### src/include/defp_pkg.sv
// package for the dual encoder position follower
// assumes a single 40 MHz clock domain and synchronous reset
package defp_pkg;
  localparam int POS_W = 24;                  // position counter width
  localparam int ANG_W = 16;                  // angle settings width, in counts
  localparam int LAG_W = 16;                  // excess lag setting width
  localparam int LAG_MULT = 100;              // alarm threshold multiplier
  localparam int SYNC_STAGES = 3;             // pin synchroniser depth
  localparam logic [1:0] MODE_SPEED = 2'h0;   // speed following
  localparam logic [1:0] MODE_STANDBY = 2'h1; // standby index alignment
  localparam logic [1:0] MODE_SIMUL = 2'h2;   // simultaneous-start following
  localparam logic [POS_W-1:0] POS_ZERO = 24'h00_0000;

  // one encoder's raw pins
  typedef struct packed {
    logic phaseA;
    logic phaseB;
    logic index;
  } defp_enc_t;

  // follower state
  typedef enum logic [1:0] {
    ST_IDLE,
    ST_WAIT_INDEX,
    ST_RUN,
    ST_MONITOR
  } defp_state_t;
endpackage

### src/hw/defp_follower.sv
// dual encoder position follower: quadrature counting, deviation, lock and alarm
// assumes encoder pins are asynchronous; settings are static while running
`timescale 1ns/1ps
module defp_follower (
  // clock and reset
  input  wire logic                         mclk,
  input  wire logic                         srst,
  // encoder pins
  input  wire defp_pkg::defp_enc_t          refEnc,
  input  wire defp_pkg::defp_enc_t          folEnc,
  // control
  input  wire logic                         followerRun,
  input  wire logic                         protectTrip,
  input  wire logic                         singleMotorSel,
  // settings
  input  wire logic [1:0]                   followModeSelect,
  input  wire logic [defp_pkg::ANG_W-1:0]   indexAlignAngle,
  input  wire logic [defp_pkg::ANG_W-1:0]   lockDoneAngle,
  input  wire logic [defp_pkg::LAG_W-1:0]   excessLagLevel,
  // status
  output logic signed [defp_pkg::POS_W-1:0] deviation,
  output logic                              driveEnable,
  output logic                              lockAchievedFlag,
  output logic                              excessDevAlarm
);
  localparam int PW = defp_pkg::POS_W;

  // three-stage synchronisers; stage 1 only feeds stage 2
  logic [2:0] refS1Reg, refS2Reg, refS3Reg;
  logic [2:0] folS1Reg, folS2Reg, folS3Reg;
  logic [2:0] refStReg, folStReg; // debounced level: updates when stages 2 and 3 agree
  always_ff @(posedge mclk)
  begin
    if (srst)
    begin
      refS1Reg <= 3'h0;
      refS2Reg <= 3'h0;
      refS3Reg <= 3'h0;
      folS1Reg <= 3'h0;
      folS2Reg <= 3'h0;
      folS3Reg <= 3'h0;
      refStReg <= 3'h0;
      folStReg <= 3'h0;
    end
    else
    begin
      refS1Reg <= {refEnc.index, refEnc.phaseB, refEnc.phaseA};
      refS2Reg <= refS1Reg;
      refS3Reg <= refS2Reg;
      folS1Reg <= {folEnc.index, folEnc.phaseB, folEnc.phaseA};
      folS2Reg <= folS1Reg;
      folS3Reg <= folS2Reg;
      for (int i = 0; i < 3; i++)
      begin
        if (refS2Reg[i] == refS3Reg[i])
          refStReg[i] <= refS3Reg[i];
        if (folS2Reg[i] == folS3Reg[i])
          folStReg[i] <= folS3Reg[i];
      end
    end
  end

  // quadrature decode: previous and new A/B state give direction
  logic [2:0] refPrevReg, folPrevReg;
  always_ff @(posedge mclk)
  begin
    if (srst)
    begin
      refPrevReg <= 3'h0;
      folPrevReg <= 3'h0;
    end
    else
    begin
      refPrevReg <= refStReg;
      folPrevReg <= folStReg;
    end
  end

  // a double step means pulses came faster than the sync can follow;
  // it is dropped rather than guessed, and the index correction repairs it
  function automatic logic signed [1:0] quadStep(input logic [1:0] prev, input logic [1:0] cur);
    logic [3:0] key;
    key = {prev, cur};
    case (key)
      4'h1, 4'h7, 4'hE, 4'h8: quadStep = 2'sb01;  // A leads B: up
      4'h2, 4'hB, 4'hD, 4'h4: quadStep = -2'sb01; // B leads A: down
      default:                quadStep = 2'sb00;  // no move or illegal double step
    endcase
  endfunction

  // B,A ordering: state = {B,A}; gray sequence 00->01->11->10 counts up
  wire logic signed [1:0] refStep  = quadStep({refPrevReg[1], refPrevReg[0]},
                                              {refStReg[1], refStReg[0]});
  wire logic signed [1:0] folStep  = quadStep({folPrevReg[1], folPrevReg[0]},
                                              {folStReg[1], folStReg[0]});
  wire logic              refIndex = refStReg[2] & ~refPrevReg[2];
  wire logic              folIndex = folStReg[2] & ~folPrevReg[2];

  // mode, cancel and control state
  wire logic cancelCond = ~followerRun | protectTrip | singleMotorSel;
  wire logic isStandby  = (followModeSelect == defp_pkg::MODE_STANDBY);
  wire logic isSimul    = (followModeSelect == defp_pkg::MODE_SIMUL);
  // simultaneous start keeps monitoring while the source stays dual and no protect trip is present
  wire logic keepCount  = isSimul & ~singleMotorSel & ~protectTrip;

  defp_pkg::defp_state_t stateReg, stateNext;
  logic signed [PW-1:0] refPosReg, refPosNext;
  logic signed [PW-1:0] folPosReg, folPosNext;
  logic                 refZSeenReg, folZSeenReg;
  logic signed [PW-1:0] refZPosReg, folZPosReg;  // position at last index
  logic signed [PW-1:0] zDiffReg;                // held index difference
  logic                 zDiffValidReg;
  logic                 alarmReg;

  wire logic signed [PW-1:0] alignOffset = PW'($signed({1'b0, indexAlignAngle}));
  wire logic signed [PW-1:0] devRaw      = refPosReg - folPosReg;

  // next state
  // standby has no revolution timer: the wait ends when both indexes arrive,
  // so a stalled encoder keeps the follower waiting with drive held off
  always_comb
  begin
    stateNext = stateReg;
    unique case (stateReg)
      defp_pkg::ST_IDLE:
        if (!cancelCond && !alarmReg)
          stateNext = isStandby ? defp_pkg::ST_WAIT_INDEX : defp_pkg::ST_RUN;
      defp_pkg::ST_WAIT_INDEX:
        if (cancelCond)
          stateNext = defp_pkg::ST_IDLE;
        else if (refZSeenReg && folZSeenReg)
          stateNext = defp_pkg::ST_RUN;
      defp_pkg::ST_RUN:
        if (cancelCond)
          stateNext = keepCount ? defp_pkg::ST_MONITOR : defp_pkg::ST_IDLE;
      defp_pkg::ST_MONITOR:
        if (!keepCount || !isSimul)
          stateNext = defp_pkg::ST_IDLE;
        else if (!cancelCond && !alarmReg)
          stateNext = defp_pkg::ST_RUN;
    endcase
  end

  // position accumulation with alignment and index correction
  wire logic starting  = (stateReg == defp_pkg::ST_IDLE) && (stateNext != defp_pkg::ST_IDLE);
  wire logic countOn   = (stateReg == defp_pkg::ST_RUN) || (stateReg == defp_pkg::ST_MONITOR);
  wire logic bothIndex = refIndex & folIndex;
  always_comb
  begin
    refPosNext = refPosReg;
    folPosNext = folPosReg;
    if (starting)
    begin
      // any start from idle: present phase becomes zero deviation
      refPosNext = defp_pkg::POS_ZERO;
      folPosNext = defp_pkg::POS_ZERO;
    end
    else if (stateReg == defp_pkg::ST_WAIT_INDEX)
    begin
      // follower waits; the alignment points define the zero
      refPosNext = refZSeenReg ? refPosReg + PW'(refStep) : defp_pkg::POS_ZERO;
      folPosNext = folZSeenReg ? folPosReg + PW'(folStep) : alignOffset;
    end
    else if (countOn)
    begin
      refPosNext = refPosReg + PW'(refStep);
      folPosNext = folPosReg + PW'(folStep);
      // coincident index: snap follower so deviation equals held index difference
      if (bothIndex && zDiffValidReg && (devRaw != zDiffReg))
        folPosNext = refPosReg + PW'(refStep) - zDiffReg;
    end
  end

  // state, positions, index tracking
  always_ff @(posedge mclk)
  begin
    if (srst)
    begin
      stateReg      <= defp_pkg::ST_IDLE;
      refPosReg     <= defp_pkg::POS_ZERO;
      folPosReg     <= defp_pkg::POS_ZERO;
      refZSeenReg   <= 1'b0;
      folZSeenReg   <= 1'b0;
      refZPosReg    <= defp_pkg::POS_ZERO;
      folZPosReg    <= defp_pkg::POS_ZERO;
      zDiffReg      <= defp_pkg::POS_ZERO;
      zDiffValidReg <= 1'b0;
    end
    else
    begin
      stateReg  <= stateNext;
      refPosReg <= refPosNext;
      folPosReg <= folPosNext;
      if (starting)
      begin
        refZSeenReg <= 1'b0;
        folZSeenReg <= 1'b0;
        if (!(stateReg == defp_pkg::ST_IDLE && isSimul && zDiffValidReg))
          zDiffValidReg <= 1'b0;
      end
      else
      begin
        if (refIndex)
        begin
          refZSeenReg <= 1'b1;
          refZPosReg  <= refPosNext;
        end
        if (folIndex)
        begin
          folZSeenReg <= 1'b1;
          folZPosReg  <= folPosNext;
        end
        // record difference on the first coincident index pair while counting
        if (bothIndex && countOn && !zDiffValidReg)
        begin
          zDiffReg      <= refPosNext - folPosNext;
          zDiffValidReg <= 1'b1;
        end
      end
    end
  end

  // magnitude and thresholds
  // the threshold product stays inside the position width for any setting,
  // so no saturation is needed here
  wire logic signed [PW-1:0] devAbs   = devRaw[PW-1] ? -devRaw : devRaw;
  wire logic [PW-1:0]        lockThr  = PW'(lockDoneAngle);
  wire logic [PW-1:0]        lagThr   = PW'(excessLagLevel) * PW'(defp_pkg::LAG_MULT);
  wire logic                 isLocked = countOn && ($unsigned(devAbs) < lockThr);
  wire logic                 isExcess = countOn && ($unsigned(devAbs) > lagThr);

  // outputs; alarm latches until the follower run command drops with no trip
  // set wins over clear so an excess seen during release is never lost
  // drive uses the next state so it follows the state with no extra cycle
  always_ff @(posedge mclk)
  begin
    if (srst)
    begin
      alarmReg         <= 1'b0;
      deviation        <= defp_pkg::POS_ZERO;
      driveEnable      <= 1'b0;
      lockAchievedFlag <= 1'b0;
      excessDevAlarm   <= 1'b0;
    end
    else
    begin
      if (isExcess)
        alarmReg <= 1'b1;
      else if (!followerRun && !protectTrip)
        alarmReg <= 1'b0;
      deviation        <= devRaw;
      driveEnable      <= (stateNext == defp_pkg::ST_RUN) && !isExcess && !alarmReg;
      lockAchievedFlag <= isLocked;
      excessDevAlarm   <= alarmReg | isExcess;
    end
  end
endmodule

### config.mk
export PLATFORM = sky130hd
export DESIGN_NAME = defp_follower
export DESIGN_NICKNAME = d
export VERILOG_FILES = /design/src/include/defp_pkg.sv /design/src/hw/defp_follower.sv
export SDC_FILE = /design/constraint.sdc
export NUM_CORES = 1
export LEC_CHECK = 0
export ABC_AREA = 1
export BUFFER_PORTS_ARGS = -buffer_cell sky130_fd_sc_hd__buf_4
export CORE_MARGIN = 4
export CORE_UTILIZATION = 35
export DETAILED_ROUTE_END_ITERATION = 8
export GPL_TIMING_DRIVEN = 0
export PLACE_DENSITY = 0.49
export SETUP_SLACK_MARGIN = 0.4
export SYNTH_ARGS = -nofsm -noshare
export SYNTH_HDL_FRONTEND = slang
export SYNTH_SLANG_ARGS = --single-unit
### constraint.sdc
create_clock -name mclk -period 6.4 [get_ports mclk]
set_input_delay 0.32 -clock mclk [delete_from_list [all_inputs] [get_ports mclk]]
set_output_delay 0.32 -clock mclk [all_outputs]
set_load 0.01 [all_outputs]
==> impl_metrics.json <==
{
  "rrSetupSlack_ns": 0.15,
  "cts-root-buf": "clkbuf_16",
  "syn_to_final_growth_pct": 20.9,
  "via_count": 15456,
  "drt_iter0_drc": 930,
  "final_cells": 3060,
  "clockBufferDepth": 2,
  "startpoint_type": "register",
  "tightest_slew_ns": 1.19,
  "grt-ovfl-total": 0,
  "die_h_um": 216,
  "hold_end": "refS1Reg[1]$_SDFF_PP0_",
  "floorplan.rows": 76,
  "htree_levels": 4,
  "min_path_cells": 3,
  "clock_latency_ns": 0.47,
  "drc": 0,
  "wl_per_cell_um": 18.5,
  "grt_usage": 0.237,
  "min-delay-start": "refEnc[1]",
  "synth_area_leaders": "dfxtp_1 (18%), ha_1 (18%), nand2_1 (11%)",
  "fin_crit_sh": 0.977,
  "setup_viol": 0,
  "syn_avg_cell_area_um2": 6.53,
  "diodes": 0,
  "drive_gt1_frac": 0.138,
  "start_util": 0.353,
  "grt_pass1_wl_um": 85400,
  "r2r_end": "zDiffReg[23]$_SDFFE_PP0P_",
  "crit_fanout": 6,
  "met1_length_um": 25900,
  "ant_nets": 0,
  "fin_ws_ns": 0.150,
  "synth_warnings": 0,
  "syn_inst": 2326,
  "min_path_type": "in2reg",
  "antenna_found_initial": 1,
  "max_slew_margin": 0.204,
  "core_area_um2": 43000,
  "dieArea_um2": 46800,
  "preCtsSetupSlack_ns": -0.985,
  "clock_skew_ns": 0.0186,
  "reg2reg_depth": 39,
  "clkTransAtPathRegs_ns": 0.07,
  "ys_seq_area_frac": 0.178,
  "placed_cells": 2998,
  "maxCapViolCount": 0,
  "port_buffers": 87,
  "nets": 2753,
  "r2r-start": "refStReg[0]$_SDFFE_PP0N_",
  "ios": 88,
  "holdWs_ns": 0.0582,
  "synth_top_area_share": 0.178,
  "endpoint_kind": "register",
  "max_freq_ghz": 0.160,
  "maxSlewViolCount": 0,
  "final_hold_viol_count": 0,
  "worstSetupPathType": "reg2reg",
  "met3_length_um": 2200,
  "post-route-min-period_ns": 6.25,
  "synthFlopType": "dfxtp_1",
  "cts_buffers": 17,
  "fill_cells": 4590,
  "rsz0062_at_grt": "yes",
  "synth-seq-cells": 135,
  "synth_area_leader_cell": "dfxtp_1",
  "cp.required_ns": 6.77,
  "async_flop_share": 0,
  "synth_top_cells_by_count": "nand2_1 (456), inv_1 (393), a21oi_1 (231), nor2_1 (221), ha_1 (214)",
  "power.leakage_nw": 9.24,
  "cts.sinks": 135,
  "gp_congestion": 0.933,
  "ir_drop_uv": 214,
  "highest_layer": "met4",
  "synth_most_common_cell": "nand2_1",
  "synth_edf_count": 0,
  "wl_um": 56500,
  "first_pass_iters": 6,
  "vias_per_cell": 5.05,
  "synth_nets": 2617,
  "slowest_delay_ns": 0.41,
  "grt_pass1_vias": 15249,
  "power_density_nw_per_um2": 240,
  "cts_tree": "done",
  "post-dp-hpwl_um": 47400,
  "die_w_um": 216,
  "synth_area_um2": 15200,
  "critPathSlowestCell": "ha_2",
  "yosysUniqueCellTypes": 54,
  "cp_common_cell": "nand2_1",
  "wl_met2_um": 26800,
  "outcome": "completed",
  "cp.arrival_ns": 6.62,
  "grt_max_degree": 23
}
## area by class of cell
type                    instances  area (um^2)  share of cell area
inverters                     402         1520              0.0829
repair inverters                1         7.51            0.000409
flip-flops and latches        135         2710               0.148
clock buffers                  19          433              0.0236
well taps                     585          732              0.0399
multi-input cells            1748        11600               0.634
repair buffers                116          926              0.0504
clock inverters                13          196              0.0107
plain buffers                  41          186              0.0102
## layout by cell type, fill, tap and decap left out, types with 10 or more instances in the layout
cell / synthesis / layout
clkbuf_1: 23 / 25
nor2_2: 14 / 14
nand3_1: 118 / 111
nand2_1: 456 / 443
a21oi_1: 231 / 212
clkbuf_16: 0 / 18
buf_1: 12 / 12
a21o_1: 14 / 14
a21oi_2: 1 / 15
o21ai_1: 17 / 24
xor2_1: 87 / 74
o211ai_1: 17 / 17
ha_1: 214 / 184
fa_1: 16 / 14
nor3_1: 30 / 28
dfxtp_1: 135 / 132
buf_4: 0 / 112
o21ai_0: 106 / 90
xnor2_1: 42 / 40
o221ai_1: 13 / 12
ha_4: 0 / 23
nand2_2: 19 / 29
xor2_2: 0 / 10
nor2_1: 221 / 220
nand3_2: 5 / 10
nand4_1: 28 / 28
inv_1: 393 / 388
## per-layer routing
metal  GRT usage  up-vias
li1            -     7883
met1       0.311     7146
met2       0.406      348
met3      0.0296       79
met4      0.0783        0
met5           0        -
## worst max-delay path by stage
stage	slack (ns)	startpoint	depth (start not counted)	endpoint
finish	0.15	refStReg[0]$_SDFFE_PP0N_	39	zDiffReg[23]$_SDFFE_PP0P_
global route	-0.19	refStReg[0]$_SDFFE_PP0N_	39	zDiffReg[23]$_SDFFE_PP0P_
CTS	0.22	refStReg[0]$_SDFFE_PP0N_	41	zDiffReg[23]$_SDFFE_PP0P_
detailed placement	-0.98	refStReg[0]$_SDFFE_PP0N_	35	zDiffReg[23]$_SDFFE_PP0P_
global placement	-1.03	refStReg[0]$_SDFFE_PP0N_	35	zDiffReg[23]$_SDFFE_PP0P_
floorplan	0.73	refStReg[0]$_SDFFE_PP0N_	38	zDiffReg[23]$_SDFFE_PP0P_
## where the power goes
group	switching [W]	internal, W
combinational	0.00151	0.000873
sequential	0.0000237	0.000889
clock	0.000455	0.000657
total	0.00199	0.00242
## repair_timing
item                                    in CTS  in global routing
endpoints found under the setup margin      16                 11
hold buffers                                 0                  0
gates resized for setup                     94                 83
setup buffers                                8                 20
cloned                                       1                  1
pin swaps                                   12                 48
## logic make-up (layout without fill, tap and decap cells)
kind of cell,Yosys count,in the layout,share of synthesized area
flip-flops,135,135,0.178
AND/OR/NAND/NOR,931,931,0.265
adder cells (fa/ha/maj),230,230,0.197
AO/OA/AOI/OAI,455,455,0.170
buffers and inverters,443,592,0.112
XOR/XNOR,132,132,0.0783
## worst max-delay path, delay by kind of cell, from the launching register on
family          cells  cell delay (ns)
xor+xnor            3             0.63
fa+ha+maj           4             1.13
flops               1             0.37
simple gates       15             1.95
compound gates     10             1.43
buf+inv             7             0.63
## through the flow
stage	power, W	cell area, um^2	TNS (ns)	utilization
2_1_floorplan	0.00255	15200	0	-
3_3_place_gp	0.00317	16600	-6.54	0.386
3_5_place_dp	0.00322	16600	-6.28	0.386
4_1_cts	0.00438	17800	0	0.414
5_1_grt	0.00479	18400	-0.190	0.427
6_report	0.00441	18400	0	0.427
## flip-flops by register name (all words and copies together), names as in the netlist
| register | count |
|---|---|
| folPrevReg | 3 |
| folPosReg | 24 |
| refPrevReg | 3 |
| folZSeenReg | 1 |
| refS3Reg | 3 |
| folS1Reg | 3 |
| alarmReg | 1 |
| deviation | 24 |
| driveEnable | 1 |
| refS1Reg | 3 |
| lockAchievedFlag | 1 |
| folS2Reg | 3 |
| stateReg | 2 |
| zDiffReg | 24 |
| refS2Reg | 3 |
| refStReg | 3 |
| refZSeenReg | 1 |
| refPosReg | 24 |
| excessDevAlarm | 1 |
| zDiffValidReg | 1 |
| folS3Reg | 3 |
| folStReg | 3 |
(Power assumes the default switching activity.)
